==> config.mk <==
export PLATFORM = sky130hd
export DESIGN_NAME = capture_timer
export DESIGN_NICKNAME = d
export VERILOG_FILES = /design/src/logic/capture_timer_pkg.sv /design/src/logic/sync_edge.sv /design/src/logic/capture_timer.sv
export SDC_FILE = /design/constraint.sdc
export NUM_CORES = 1
export LEC_CHECK = 0
export BUFFER_PORTS_ARGS = -buffer_cell sky130_fd_sc_hd__buf_2
export CORE_MARGIN = 2
export CORE_UTILIZATION = 35
export DETAILED_ROUTE_END_ITERATION = 16
export GPL_ROUTABILITY_DRIVEN = 0
export SLEW_MARGIN = 20
export SYNTH_ARGS = -nofsm -noshare
export SYNTH_HDL_FRONTEND = slang
export SYNTH_HIERARCHICAL = 1
export SYNTH_SLANG_ARGS = --single-unit
==> constraint.sdc <==
create_clock -name sys_clk -period 2.6 [get_ports sys_clk]
set_clock_uncertainty 0.05 [all_clocks]
set_input_delay 0.26 -clock sys_clk [delete_from_list [all_inputs] [get_ports sys_clk]]
set_output_delay 0.26 -clock sys_clk [all_outputs]
set_load 0.02 [all_outputs]
==> src/logic/capture_timer_pkg.sv <==
// Package with register map, field layout and types of the capture timer channels.
package capture_timer_pkg;

    localparam int NUM_CH = 2;

    // Register indices; the byte address on the bus is four times the index.
    localparam logic [9:0] TIMER2_MODE_IDX = 10'h1A2;
    localparam logic [9:0] TIMER3_MODE_IDX = 10'h1B2;
    localparam logic [9:0] COMPARE1_OFS    = 10'h002;
    localparam logic [9:0] CAPTURE0_OFS    = 10'h003;
    localparam logic [9:0] CAPTURE1_OFS    = 10'h004;
    localparam logic [9:0] COUNTER_OFS     = 10'h005;

    localparam int SOFT_CAPTURE_BIT = 5;

    typedef struct packed {
        logic       ff1_capture_invert_enable;
        logic       ff1_match_invert_enable;
        logic       soft_capture_trigger;
        logic [1:0] capture_timing_select;
        logic       match_clear_enable;
        logic [1:0] count_source_select;
    } mode_t;

    localparam logic [7:0]  MODE_RESET     = 8'h20;
    localparam logic [15:0] COUNTER_RESET  = 16'h0000;
    localparam logic [15:0] COMPARE_RESET  = 16'hFFFF;
    localparam logic [15:0] CAPTURE_RESET  = 16'h0000;

    localparam logic [1:0] SRC_PIN    = 2'b00;
    localparam logic [1:0] SRC_TAP1   = 2'b01;
    localparam logic [1:0] SRC_TAP4   = 2'b10;
    localparam logic [1:0] SRC_TAP16  = 2'b11;

    localparam logic [1:0] CAP_OFF        = 2'b00;
    localparam logic [1:0] CAP_TWO_PINS   = 2'b01;
    localparam logic [1:0] CAP_BOTH_EDGES = 2'b10;
    localparam logic [1:0] CAP_OTHER      = 2'b11;

    typedef enum logic [2:0] {
        KIND_NONE,
        KIND_MODE,
        KIND_COMPARE1,
        KIND_CAPTURE0,
        KIND_CAPTURE1,
        KIND_COUNTER
    } reg_kind_t;

    typedef struct packed {
        logic in0;
        logic in1;
    } pins_t;

    typedef struct packed {
        logic rise;
        logic fall;
    } edges_t;

endpackage

==> src/logic/sync_edge.sv <==
// Two-stage synchroniser with rising and falling edge detection for one pin.
`timescale 1ns/1ps
module sync_edge (
    input  wire logic                      sys_clk,
    input  wire logic                      rst,
    input  wire logic                      pin,
    output capture_timer_pkg::edges_t      edges
);
    import capture_timer_pkg::*;

    logic [2:0] sync_reg;
    logic [2:0] sync_next;

    always_comb begin
        sync_next = {sync_reg[1:0], pin};
    end

    always_ff @(posedge sys_clk) begin
        if (rst) begin
            sync_reg <= 3'h0;
        end else begin
            sync_reg <= sync_next;
        end
    end

    // Stage 0 is read only by stage 1; edges compare stages 1 and 2.
    assign edges.rise = sync_reg[1] & ~sync_reg[2];
    assign edges.fall = ~sync_reg[1] & sync_reg[2];

endmodule

==> src/logic/capture_timer.sv <==
// Two 16-bit capture timer channels with mode registers on an Avalon-MM slave.
//
// The Avalon-MM slave port was decided locally.
`timescale 1ns/1ps
module capture_timer (
    input  wire logic                          sys_clk,
    input  wire logic                          rst,
    input  wire logic [11:0]                   avs_address,
    input  wire logic                          avs_read,
    input  wire logic                          avs_write,
    input  wire logic [31:0]                   avs_writedata,
    input  wire logic [3:0]                    avs_byteenable,
    output logic      [31:0]                   avs_readdata,
    output logic                               avs_waitrequest,
    input  capture_timer_pkg::pins_t [1:0]     timer_input,
    input  wire logic                          other_timer_output,
    input  wire logic                          prescale_tap_1,
    input  wire logic                          prescale_tap_4,
    input  wire logic                          prescale_tap_16,
    output logic                               timer2_capture_irq,
    output logic                               timer3_capture_irq,
    output logic      [1:0]                    ff1_capture_invert_enable,
    output logic      [1:0]                    ff1_match_invert_enable
);
    import capture_timer_pkg::*;
    // Indices below the base wrap to large offsets, so they never alias a register.
    function automatic reg_kind_t decode_reg(input logic [9:0] idx, input logic [9:0] base);
        case (idx - base)
            10'h000:      return KIND_MODE;
            COMPARE1_OFS: return KIND_COMPARE1;
            CAPTURE0_OFS: return KIND_CAPTURE0;
            CAPTURE1_OFS: return KIND_CAPTURE1;
            COUNTER_OFS:  return KIND_COUNTER;
            default:      return KIND_NONE;
        endcase
    endfunction

    ////////////////////////////////////////////////////////////////////////////////
    // Bus slave: one wait cycle, read data registered, write acts at the ack edge.

    logic        ack_reg;
    logic        ack_next;
    logic [31:0] rdata_reg;
    logic [31:0] rdata_next;
    logic [9:0]  idx;
    logic        aligned;
    logic        wr_fire;

    mode_t       mode_reg    [NUM_CH];
    logic [15:0] compare_reg [NUM_CH];
    logic [15:0] count_reg   [NUM_CH];
    logic [15:0] cap0_reg    [NUM_CH];
    logic [15:0] cap1_reg    [NUM_CH];
    logic [1:0]  irq_reg;

    assign idx             = avs_address[11:2];
    assign aligned         = (avs_address[1:0] == 2'b00);
    assign avs_waitrequest = (avs_read | avs_write) & ~ack_reg;
    assign wr_fire         = avs_write & ack_reg & aligned;
    assign avs_readdata    = rdata_reg;

    always_comb begin
        reg_kind_t k;
        k          = KIND_NONE;
        ack_next   = (avs_read | avs_write) & ~ack_reg;
        rdata_next = rdata_reg;
        if (avs_read && !ack_reg) begin
            rdata_next = 32'h0000_0000;
            for (int c = 0; c < NUM_CH; c++) begin
                k = decode_reg(idx, (c == 0) ? TIMER2_MODE_IDX : TIMER3_MODE_IDX);
                if (aligned) begin
                    unique case (k)
                        KIND_MODE:     rdata_next = rdata_next | {24'h0, mode_reg[c]};
                        KIND_COMPARE1: rdata_next = rdata_next | {16'h0, compare_reg[c]};
                        KIND_CAPTURE0: rdata_next = rdata_next | {16'h0, cap0_reg[c]};
                        KIND_CAPTURE1: rdata_next = rdata_next | {16'h0, cap1_reg[c]};
                        KIND_COUNTER:  rdata_next = rdata_next | {16'h0, count_reg[c]};
                        KIND_NONE:     rdata_next = rdata_next;
                    endcase
                end
            end
        end
    end

    always_ff @(posedge sys_clk) begin
        if (rst) begin
            ack_reg   <= 1'b0;
            rdata_reg <= 32'h0000_0000;
        end else begin
            ack_reg   <= ack_next;
            rdata_reg <= rdata_next;
        end
    end

    ////////////////////////////////////////////////////////////////////////////////
    // Input synchronisers, shared other timer output.

    edges_t other_edges;

    sync_edge u_other_sync (
        .sys_clk (sys_clk),
        .rst     (rst),
        .pin     (other_timer_output),
        .edges   (other_edges)
    );

    ////////////////////////////////////////////////////////////////////////////////
    // Channels: index 0 is timer 2, index 1 is timer 3.

    for (genvar ch = 0; ch < NUM_CH; ch++) begin : g_ch
        localparam logic [9:0] BASE = (ch == 0) ? TIMER2_MODE_IDX : TIMER3_MODE_IDX;
        localparam bit HAS_OTHER = (ch == 0);

        edges_t      e0;
        edges_t      e1;
        reg_kind_t   kind;
        logic        tick;
        logic        match;
        logic        soft_cap;
        logic        hw_cap0;
        logic        hw_cap1;
        logic        irq_next;
        mode_t       mode_next;
        logic [15:0] compare_next;
        logic [15:0] count_next;
        logic [15:0] cap0_next;
        logic [15:0] cap1_next;

        sync_edge u_in0_sync (
            .sys_clk (sys_clk),
            .rst     (rst),
            .pin     (timer_input[ch].in0),
            .edges   (e0)
        );

        sync_edge u_in1_sync (
            .sys_clk (sys_clk),
            .rst     (rst),
            .pin     (timer_input[ch].in1),
            .edges   (e1)
        );

        assign kind = decode_reg(idx, BASE);

        always_comb begin
            mode_next    = mode_reg[ch];
            compare_next = compare_reg[ch];
            unique case (mode_reg[ch].count_source_select)
                SRC_PIN:   tick = e0.rise;
                SRC_TAP1:  tick = prescale_tap_1;
                SRC_TAP4:  tick = prescale_tap_4;
                SRC_TAP16: tick = prescale_tap_16;
            endcase
            match      = (count_reg[ch] == compare_reg[ch]);
            count_next = count_reg[ch];
            if (tick) begin
                if (mode_reg[ch].match_clear_enable && match) begin
                    count_next = COUNTER_RESET;
                end else begin
                    count_next = count_reg[ch] + 16'h0001;
                end
            end
            // Only a write of 1 over a held 1 is silent; the bit reads back as stored.
            soft_cap = wr_fire && (kind == KIND_MODE) && avs_byteenable[0]
                       && !(avs_writedata[SOFT_CAPTURE_BIT]
                            && mode_reg[ch].soft_capture_trigger);
            hw_cap0 = 1'b0;
            hw_cap1 = 1'b0;
            unique case (mode_reg[ch].capture_timing_select)
                CAP_OFF: begin
                    hw_cap0 = 1'b0;
                end
                CAP_TWO_PINS: begin
                    hw_cap0 = e0.rise;
                    hw_cap1 = e1.rise;
                end
                CAP_BOTH_EDGES: begin
                    hw_cap0 = e0.rise;
                    hw_cap1 = e0.fall;
                end
                CAP_OTHER: begin
                    hw_cap0 = HAS_OTHER && other_edges.rise;
                    hw_cap1 = HAS_OTHER && other_edges.fall;
                end
            endcase
            irq_next = (mode_reg[ch].capture_timing_select == CAP_BOTH_EDGES)
                       ? e0.fall : e0.rise;
            cap0_next = (soft_cap || hw_cap0) ? count_reg[ch] : cap0_reg[ch];
            cap1_next = hw_cap1 ? count_reg[ch] : cap1_reg[ch];
            if (wr_fire && (kind == KIND_MODE) && avs_byteenable[0]) begin
                mode_next = avs_writedata[7:0];
            end
            if (wr_fire && (kind == KIND_COMPARE1)) begin
                if (avs_byteenable[0]) compare_next[7:0] = avs_writedata[7:0];
                if (avs_byteenable[1]) compare_next[15:8] = avs_writedata[15:8];
            end
        end

        always_ff @(posedge sys_clk) begin
            if (rst) begin
                mode_reg[ch]    <= MODE_RESET;
                compare_reg[ch] <= COMPARE_RESET;
                count_reg[ch]   <= COUNTER_RESET;
                cap0_reg[ch]    <= CAPTURE_RESET;
                cap1_reg[ch]    <= CAPTURE_RESET;
                irq_reg[ch]     <= 1'b0;
            end else begin
                mode_reg[ch]    <= mode_next;
                compare_reg[ch] <= compare_next;
                count_reg[ch]   <= count_next;
                cap0_reg[ch]    <= cap0_next;
                cap1_reg[ch]    <= cap1_next;
                irq_reg[ch]     <= irq_next;
            end
        end

        assign ff1_capture_invert_enable[ch] = mode_reg[ch].ff1_capture_invert_enable;
        assign ff1_match_invert_enable[ch]   = mode_reg[ch].ff1_match_invert_enable;

        property p_tap_count;
            @(posedge sys_clk) disable iff (rst)
            (mode_reg[ch].count_source_select == SRC_TAP4) && prescale_tap_4 && !match
            |=> count_reg[ch] == $past(count_reg[ch]) + 16'h0001;
        endproperty
        a_tap_count: assert property (p_tap_count) else $error("tap count missed");
        property p_match_clear;
            @(posedge sys_clk) disable iff (rst)
            tick && mode_reg[ch].match_clear_enable && match |=> count_reg[ch] == 16'h0000;
        endproperty
        a_match_clear: assert property (p_match_clear) else $error("no clear");
        property p_no_clear;
            @(posedge sys_clk) disable iff (rst)
            tick && !mode_reg[ch].match_clear_enable && match && count_reg[ch] != 16'hFFFF
            |=> count_reg[ch] != 16'h0000;
        endproperty
        a_no_clear: assert property (p_no_clear) else $error("spurious clear");
        property p_cap_off;
            @(posedge sys_clk) disable iff (rst)
            (mode_reg[ch].capture_timing_select == CAP_OFF) && !wr_fire
            |=> $stable(cap0_reg[ch]) && $stable(cap1_reg[ch]);
        endproperty
        a_cap_off: assert property (p_cap_off) else $error("capture while off");
        property p_pin_rise;
            @(posedge sys_clk) disable iff (rst)
            (mode_reg[ch].capture_timing_select == CAP_TWO_PINS) && $rose(timer_input[ch].in1)
            ##2 1 |=> cap1_reg[ch] == $past(count_reg[ch]);
        endproperty
        a_pin_rise: assert property (p_pin_rise) else $error("no in1 capture");
        property p_fall_cap;
            @(posedge sys_clk) disable iff (rst)
            (mode_reg[ch].capture_timing_select == CAP_BOTH_EDGES) && e0.fall
            |=> cap1_reg[ch] == $past(count_reg[ch]);
        endproperty
        a_fall_cap: assert property (p_fall_cap) else $error("no fall capture");
        property p_other_cap;
            @(posedge sys_clk) disable iff (rst)
            (mode_reg[ch].capture_timing_select == CAP_OTHER) && other_edges.fall
            |=> cap1_reg[ch] == (HAS_OTHER ? $past(count_reg[ch]) : $past(cap1_reg[ch]));
        endproperty
        a_other_cap: assert property (p_other_cap) else $error("other capture");
        property p_irq_edge;
            @(posedge sys_clk) disable iff (rst)
            (mode_reg[ch].capture_timing_select == CAP_BOTH_EDGES) ? e0.fall : e0.rise
            |=> irq_reg[ch];
        endproperty
        a_irq_edge: assert property (p_irq_edge) else $error("irq missed");
        property p_soft_cap;
            @(posedge sys_clk) disable iff (rst)
            wr_fire && kind == KIND_MODE && avs_byteenable[0]
            && (!avs_writedata[SOFT_CAPTURE_BIT] || !mode_reg[ch].soft_capture_trigger)
            |=> cap0_reg[ch] == $past(count_reg[ch]);
        endproperty
        a_soft_cap: assert property (p_soft_cap) else $error("no soft capture");
        c_clear: cover property (@(posedge sys_clk) disable iff (rst)
            tick && mode_reg[ch].match_clear_enable && match);
        c_soft: cover property (@(posedge sys_clk) disable iff (rst) soft_cap);
        c_fall: cover property (@(posedge sys_clk) disable iff (rst) hw_cap1 && e0.fall);
    end

    assign timer2_capture_irq = irq_reg[0];
    assign timer3_capture_irq = irq_reg[1];
    property p_bus_answer;
        @(posedge sys_clk) disable iff (rst)
        (avs_read || avs_write) |-> ##[0:1] !avs_waitrequest;
    endproperty
    a_bus_answer: assert property (p_bus_answer) else $error("bus answer late");
endmodule

=== After elaboration in Yosys (flattened, before gate mapping) ===
Memories as Yosys holds them, arrays and structs flattened.
Cells that the tools add are included.

* Logic and storage cells: 166
* Register bits after elaboration: 50
* Memories: 5
* Memory bits (writable): 144
* Output and inout bits: 39
* Bits of input ports: 60

* Muxes and demuxes: 46
* Equality and inequality tests: 36
* Reduce and logical (&&, ||, !) cells: 30
* Add/sub/neg operators: 4
* Bitwise gates (word level): 36

{| class="wikitable"
|+ Memories
! name !! words !! bits a word !! rd ports !! clocked after memory_dff !! wr ports !! line !! RTL
|-
| cap0_reg || 2 || 16 || 2 || 0 || 2 || capture_timer.sv:52 || <nowiki>logic [15:0] cap0_reg [NUM_CH];</nowiki>
|-
| cap1_reg || 2 || 16 || 2 || 0 || 2 || capture_timer.sv:53 || <nowiki>logic [15:0] cap1_reg [NUM_CH];</nowiki>
|-
| compare_reg || 2 || 16 || 2 || 0 || 2 || capture_timer.sv:50 || <nowiki>logic [15:0] compare_reg [NUM_CH];</nowiki>
|-
| count_reg || 2 || 16 || 2 || 0 || 2 || capture_timer.sv:51 || <nowiki>logic [15:0] count_reg [NUM_CH];</nowiki>
|-
| mode_reg || 2 || 8 || 2 || 0 || 2 || capture_timer.sv:49 || <nowiki>mode_t mode_reg [NUM_CH];</nowiki>
|}

{| class="wikitable"
|+ Operators by type and width
! cell !! number
|-
| $pmux W32 S6 || 2
|-
| $mux W16 || 18
|-
| $or A32 B16 Y32 || 4
|-
| $mux W32 || 3
|-
| $mux W8 || 8
|-
| $eq A10 B2 Y1 const B || 4
|-
| $eq A10 B3 Y1 const B || 4
|-
| $add A16 B1 Y16 const B || 2
|-
| $eq A16 B16 Y1 || 2
|-
| $or A32 B8 Y32 || 1
|-
| $pmux W3 S5 || 2
|-
| $logic_not A10 Y1 || 2
|-
| $sub A10 B9 Y10 const B || 2
|-
| $eq A3 B2 Y1 const B || 6
|-
| $eq A2 B2 Y1 const B || 8
|-
| $logic_and A1 B1 Y1 || 13
|-
| $eq A3 B1 Y1 const B || 4
|-
| $eq A3 B3 Y1 const B || 4
|-
| $and A1 B1 Y1 || 11
|-
| $or A1 B1 Y1 || 11
|-
| $logic_not A2 Y1 || 5
|-
| $not A1 Y1 || 9
|-
| $eq A2 B1 Y1 const B || 4
|-
| $pmux W1 S4 || 2
|-
| 8 further kinds || 21
|}

=== Logic depth before layout (Yosys ltp) ===
Gate-level depths: netlist of the first run.

* Depth in word-level cells: 11
* Depth in mapped cells: 12

=== Modules after synthesis ===
The synthesis of the first run kept the hierarchy.

{| class="wikitable"
|+ Modules (own cells, without submodules)
! module !! area each (um2) !! instances !! cells each
|-
| capture_timer || 8325.5 || 1 || 942
|-
| sync_edge || 91.3 || 5 || 8
|}

=== Least setup slack after synthesis of the first run ===
OpenSTA, ideal clock, no wires.

* Kind: input port to flip-flop
* Start: in avs_address[3]
* End: reg rdata_reg[13] (netlist: avs_readdata[13])
* Arrival time: 2.381 ns
* Buffers on the path: 4
* Data required time: 2.422 ns
* Slack: 0.041 ns
* Stages: 12
* Cells stage by stage: buf_6 > inv_1 > ha_1 > buf_2 > a21oi_1 > a2111oi_0 > buf_2 > buf_4 > mux2i_1 > o21ai_0 > a221oi_1 > a21oi_1

* Cells in the longest elaborated chain, start to end: 11
* Elaborated cells on any way between the ends: 38

{| class="wikitable"
|+ RTL lines
! item !! line !! RTL
|-
| from (decl) || capture_timer.sv:8 || <nowiki>input wire logic [11:0] avs_address,</nowiki>
|-
| $sub A10 B9 Y10 || capture_timer.sv:28 || <nowiki>case (idx - base)</nowiki>
|-
| $eq A10 B3 Y1 (tied with other cells) || capture_timer.sv:28 ||
|-
| $pmux W3 S5 || capture_timer.sv:28 ||
|-
| $mux W3 || capture_timer.sv:67 || <nowiki>if (avs_read && !ack_reg) begin</nowiki>
|-
| $eq A3 B3 Y1 (tied with other cells) || capture_timer.sv:72 || <nowiki>unique case (k)</nowiki>
|-
| $pmux W32 S6 || capture_timer.sv:72 ||
|-
| $mux W32 || capture_timer.sv:71 || <nowiki>if (aligned) begin</nowiki>
|-
| $mux W32 || capture_timer.sv:67 ||
|-
| $or A32 B16 Y32 (tied with other cells) || capture_timer.sv:77 || <nowiki>KIND_COUNTER: rdata_next = rdata_next | {16'h0, count_reg[c]};</nowiki>
|-
| $pmux W32 S6 || capture_timer.sv:72 ||
|-
| $mux W32 (*) || capture_timer.sv:71 ||
|-
| to (signal assigned) || capture_timer.sv:91 || <nowiki>rdata_reg <= rdata_next;</nowiki>
|-
| to (decl) || capture_timer.sv:43 || <nowiki>logic [31:0] rdata_reg;</nowiki>
|}

Mark *: on every way between the ends. The rest lies on a longest branch, timed or not. The select of a mux whose other input is x is not followed.
A chain may end at the register's enable or synchronous reset.

==> results of run 1 <==
## layout make-up
type	instances	area, sq um	area share, %
clock buffers	21	460	4.55
flip-flops and latches	178	3560	35.2
multi-input cells	711	4740	46.9
clock inverters	10	124	1.22
inverters	14	52.6	0.519
repair buffers	109	773	7.64
well taps	324	405	4.01
## placed cells by master, fill, tap and decap left out, types with 14 or more instances in the layout
cell type / count
dfxtp_1: 178
xnor2_1: 30
inv_1: 14
mux2i_1: 129
conb_1: 16
a21o_1: 17
o21ai_0: 16
nand4_1: 19
nand2_1: 63
nor3_1: 22
nor2b_1: 29
buf_4: 33
xor2_1: 34
a21oi_1: 35
buf_2: 63
clkbuf_16: 17
nor2_1: 171
## how the worst max path moves through the flow
stage | start | to | slack, ns
CTS | g_ch[0].u_in0_sync/sync_reg[1] | count_reg[0][13] | 0.38
floorplan | avs_address[3] | avs_readdata[13] | 0.04
global placement | avs_address[3] | avs_readdata[11] | 0.11
finish | g_ch[0].u_in0_sync/sync_reg[1] | count_reg[0][13] | 0.38
detailed placement | avs_address[3] | avs_readdata[12] | 0.07
global route | g_ch[0].u_in0_sync/sync_reg[1] | count_reg[0][13] | 0.17
## stage by stage
stage | instance area, sq um | std cells | setup slack, ns | util [%] | hold slack, ns
after floorplan | 8830 | 995 | 0.0410 | - | 0.282
after global placement | 9490 | 1331 | 0.106 | 38.8 | 0.368
after detailed placement | 9490 | 1331 | 0.0705 | 38.8 | 0.374
after CTS | 10100 | 1367 | 0.382 | 41.4 | 0.0414
after global routing | 10100 | 1367 | 0.171 | 41.4 | 0.0555
final | 10100 | 1367 | 0.375 | 41.4 | 0.0509
## power by group through the flow
stage	combinational, mW	clock [mW]	sequential, mW
finish	0.401	2.59	2.75
floorplan	0.272	0	2.81
detailed placement	0.397	0	2.81
global route	0.437	2.74	2.75
CTS	0.403	2.63	2.75
global placement	0.395	0	2.81
## critical path, delay by kind of cell (launching register included)
| family | cells | cell delay [ns] |
|---|---|---|
| and+or+nand+nor | 5 | 1.18 |
| muxes | 1 | 0.38 |
| DFF | 1 | 0.33 |
| xor gates and xnor gates | 1 | 0.14 |
## metal layers
| layer | up-vias | global-route usage (%) | routed length [um] | part of all wire (%) |
|---|---|---|---|---|
| met3 | 26 | 2.96 | 669 | 3.0 |
| met2 | 101 | 29.3 | 10600 | 48 |
| met1 | 3235 | 22.0 | 10400 | 47 |
| li1 | 3456 | - | - | - |
| met5 | - | 0 | 0 | 0 |
| met4 | 0 | 5.07 | 365 | 1.7 |
## repair_timing
item,4_1_cts,5_1_grt
buffers inserted,0,0
endpoints found under the hold margin,5,0
hold buffers,5,0
endpoints found under the setup margin,0,0
==> run metrics, run 1 <==
Root Driver clkbuf_16; I/O Buffers 64; Mapped Cells slightly below 1000; CTS tree yes; WHS Endpoint mode_reg[0][0]; actual slew at the worst max-slew pin between 0.7 and 0.8 ns; Mean Syn Cell Area slightly below 9 sq um; Rel. slew slack between 40% and 50%; setup_tns 0 ns; RR Startpoint g_ch[0].u_in0_sync/sync_reg[1]; IO Pins 99; Starting Density between 30% and 40%; vias in the first global route 6473; CP Cell Sequence nor2b_1, mux4_2, and3_1, nor2b_1, nor2b_1, xnor2_1, nor2_1; Slowest-stage cell, CP nor2b_1; final WL 22.0 mm; Yosys warning count 6; total power about 5.7 mW; WS Path Type register to register; Critical Path Start Type register; Critical Path Fanout Max 6; clock sink count approximately 180; final net count 1100; number of H-tree levels 4; reg2reg setup slack between 0.3 and 0.4 ns; R2R cell count 7; Core Box Area about 24000 sq um; crit-path most repeated cell nor2b_1; Die Span Y 162 um; Comb pwr share 7.0%; fin. max-slew vios 0; largest net degree at the start of global routing between 40 and 50; Cell Area, Synth 8770 sq um; clock slew at reported path FFs 0.07 ns; Die X 162 um; Critical Path AT approximately 2.5 ns; initial antenna violation count 0; hold path depth 3; unrepaired setup endpoints after global routing no; Net Switching between 1 and 1.5 mW; Worst Path Required approximately 2.9 ns; R2R Path End count_reg[0][13]; P per Cell Area 567 nW/um^2; Setup violations, final 0; Vias about 6800; clock share of power 45.1%; Rows 57; ANT nets after route 0; first-pass GRT wire length ~35 mm; drt first pass iters 5; Max VDD drop 0.259 mV; min Tclk post-route 2.22 ns; leak pwr roughly 4 nW; routed len/inst between 15 and 20 um; Critical Path Max Stage Delay 0.41 ns; Max Cap Violations 0; maximum clock insertion buffer count 2; Worst Hold Class primary input to register; Post-DP HPWL between 15 and 20 mm; Filler cells 2431; GRT Total Usage around 17%; Final period util a little under nine tenths; Peak Freq about 450 MHz; Pint 4.37 mW; ANT cells 0; HP Start avs_writedata[0]; 1st-iter DRT viols around 450; Die ar. approximately 26000 sq um; Worst setup EP type register; Clk Latency, worst-skew pair between 0.4 and 0.5 ns; post_cts resized 0; status finished clean; DRC viols 0; ratio of cells with drive above 1 in the final layout ~15%; cts bufs inserted 17; Sw Ratio 23.9%; sequential share of power a little under half; GRT overflow 0; Final Hold Fails 0; Via density 4.99; Area growth, synth to finish 15.4%
Note: power is estimated with default switching activity, not from simulation.
==> inputs of run 2 (changes only) <==
BUFFER_PORTS_ARGS = unset   (was -buffer_cell sky130_fd_sc_hd__buf_2)
DONT_BUFFER_PORTS = 1   (was unset)
==> run 2 against run 1 <==
Effect of this change:
- critical path type unchanged
- critical path depth grew 2
- sequential power is essentially flat
- highest routed layer unchanged
- cell area grew 1.3%
- clock power grew 7%
- first-iteration DRC count shrank 1.1%
- core utilization grew 0.54 points
- non-clock buffer count shrank 26
- largest cell class unchanged
- combinational power shrank 10%
- sequential share of layout area shrank 0.44 points
- wire length grew 2.1%
==> run metrics, run 2 (synthesis gave the netlist of run 1 again) <==
total power 5.88 mW (+2.5%); Setup violations, final 0 (unchanged); final WL 22.5 mm (+2.1%); R2R cell count 9 (+2); I/O Buffers 0 (-100%); Critical Path Fanout Max 16 (+10); first-pass GRT wire length 36.4 mm (+3.2%); leak pwr 3.88 nW (-0.54%); Root Driver clkbuf_16; Die X 162 um (unchanged); ANT nets after route 0 (unchanged); Critical Path Sink cap0_reg[1][1]; gr busiest metal met2; Vias 6791 (-0.40%); unrepaired setup endpoints after global routing no; Worst Path Required 2.87 ns (+0.02 ns); Final period util 95.6% (+10 points); Area growth, synth to finish 16.9%; clock sink count 178 (unchanged); Die ar. 26300 sq um (unchanged); R2R Path End cap0_reg[1][1]; Max VDD drop 0.471 mV (+82%); crit path from ack_reg; final net count 1074 (-2.4%); largest net degree at the start of global routing 124 (+160%); fin. max-slew vios 0 (unchanged); Die Span Y 162 um (unchanged); HP Start rst; clock slew at reported path FFs 0.07 ns (about the same); GRT met3 Usage 3.65% (+0.69 points); Core Box Area 24500 sq um (unchanged); setup_tns 0 ns (unchanged); Critical Path AT 2.75 ns (+0.28 ns); WS Path Type register to register; routed len/inst 16.7 um (+3.8%); Via density 5.05 (+1.3%); Worst setup EP type register; maximum clock insertion buffer count 2 (unchanged); 1st-iter DRT viols 442 (-1.1%); drt first pass iters 6 (+1); vias in the first global route 6732 (+4.0%); Peak Freq 402 MHz (-10%); Final Hold Fails 0 (unchanged); Filler cells 2355 (-3.1%); GRT Total Usage 17.6% (+0.53 points); Rel. slew slack 46.8% (-0.35 points); DRC viols 0 (unchanged); most frequent cells in the layout 177 x dfxtp_1, 171 x nor2_1, 129 x mux2i_1; worst hold margin 0.204 ns (+0.153 ns); Max Cap Violations 0 (unchanged); actual slew at the worst max-slew pin 0.798 ns (+0.00523 ns); reg2reg setup slack 0.12 ns (-0.26 ns); ratio of cells with drive above 1 in the final layout 8.25% (-6.4 points); Rows 57 (unchanged); leading cell type in the layout, fill and taps excluded dfxtp_1; Worst Hold Class primary input to register; grt met2 use 30.1% (+0.75 points); IO Pins 99 (unchanged); CTS tree yes; Starting Density 35.8% (unchanged); cts bufs inserted 17 (unchanged); GRT overflow 0 (unchanged); number of H-tree levels 4 (unchanged); RR Startpoint ack_reg; routing usage on met1 22.1% (+0.11 points); Critical Path Start Type register; initial antenna violation count 2 (+2); Clk Latency, worst-skew pair 0.44 ns (about the same); Post-DP HPWL 15.3 mm (-4.3%); status finished clean; P per Cell Area 574 nW/um^2 (+1.2%); min Tclk post-route 2.48 ns (+0.260 ns)
-- run 2: cell count changes in the layout (fill, tap and decap cells not counted), moves of 2 or more --
cell	previous run	this run
diode_2	0	2
buf_2	63	0
dlygate4sd3_1	5	53
buf_12	8	4
buf_4	33	24
inv_8	1	3
-- run 2: where the power goes --
group / internal, mW / total (mW) / switching, mW / leakage (nW)
logic: 0.150 / 0.361 / 0.211 / 2.13
clock network: 1.62 / 2.77 / 1.16 / 0.314
registers: 2.74 / 2.75 / 0.0109 / 1.44
total: 4.51 / 5.88 / 1.38 / 3.88
-- run 2: layer usage --
layer	vias up	part of all wire, %
met5	-	0
met4	0	2.1
met3	30	4.0
met2	124	49
met1	3245	45
li1	3392	-
-- run 2: worst min-delay path by stage --
| stage | end | slack, ns | cells after the start |
|---|---|---|---|
| after floorplan | g_ch[0].u_in0_sync/sync_reg[0] | 0.28 | 1 |
| after global placement | g_ch[1].u_in1_sync/sync_reg[0] | 0.30 | 1 |
| after detailed placement | g_ch[1].u_in1_sync/sync_reg[0] | 0.29 | 1 |
| after CTS | count_reg[1][6] | 0.17 | 3 |
| after global routing | count_reg[1][4] | 0.20 | 3 |
| final | cap0_reg[0][5] | 0.20 | 2 |
-- run 2: through the flow --
stage          worst slack (ns)  utilization, %  area [sq um]  std cells
2_1_floorplan            0.0410               -          8830        995
3_3_place_gp              0.156            36.9          9030       1256
3_5_place_dp              0.105            36.9          9030       1256
4_1_cts                  0.0242            41.8         10200       1342
5_1_grt                  0.0263            41.9         10300       1343
6_report                  0.115            41.9         10300       1344
-- run 2: area by class of cell --
type / instances / area, sq um / area share (%)
Antenna cell: 2 / 5.00 / 0.0488
Inverter: 14 / 52.6 / 0.513
Timing Repair Buffer: 83 / 830 / 8.09
Clock buffer: 21 / 470 / 4.59
Sequential cell: 178 / 3560 / 34.8
Multi-Input combinational cell: 711 / 4760 / 46.4
Clock inverter: 11 / 164 / 1.60
Tap cell: 324 / 405 / 3.95
-- run 2: what timing repair did --
action                                 CTS  global route
endpoints found under the hold margin  146             0
buffers inserted                         0             0
hold buffers                            54             0
setup endpoints to repair                0             6
resized for setup                        0             4
-- run 2: critical path, stage by stage, from the launching register on --
cell,delay (ns)
dfxtp_2,0.34
nor4bb_4,0.28
buf_4,0.18
and4_1,0.22
nand3_1,0.08
o31a_1,0.27
buf_12,0.17
mux2i_1,0.15
nor2_1,0.06
dlygate4sd3_1,0.56
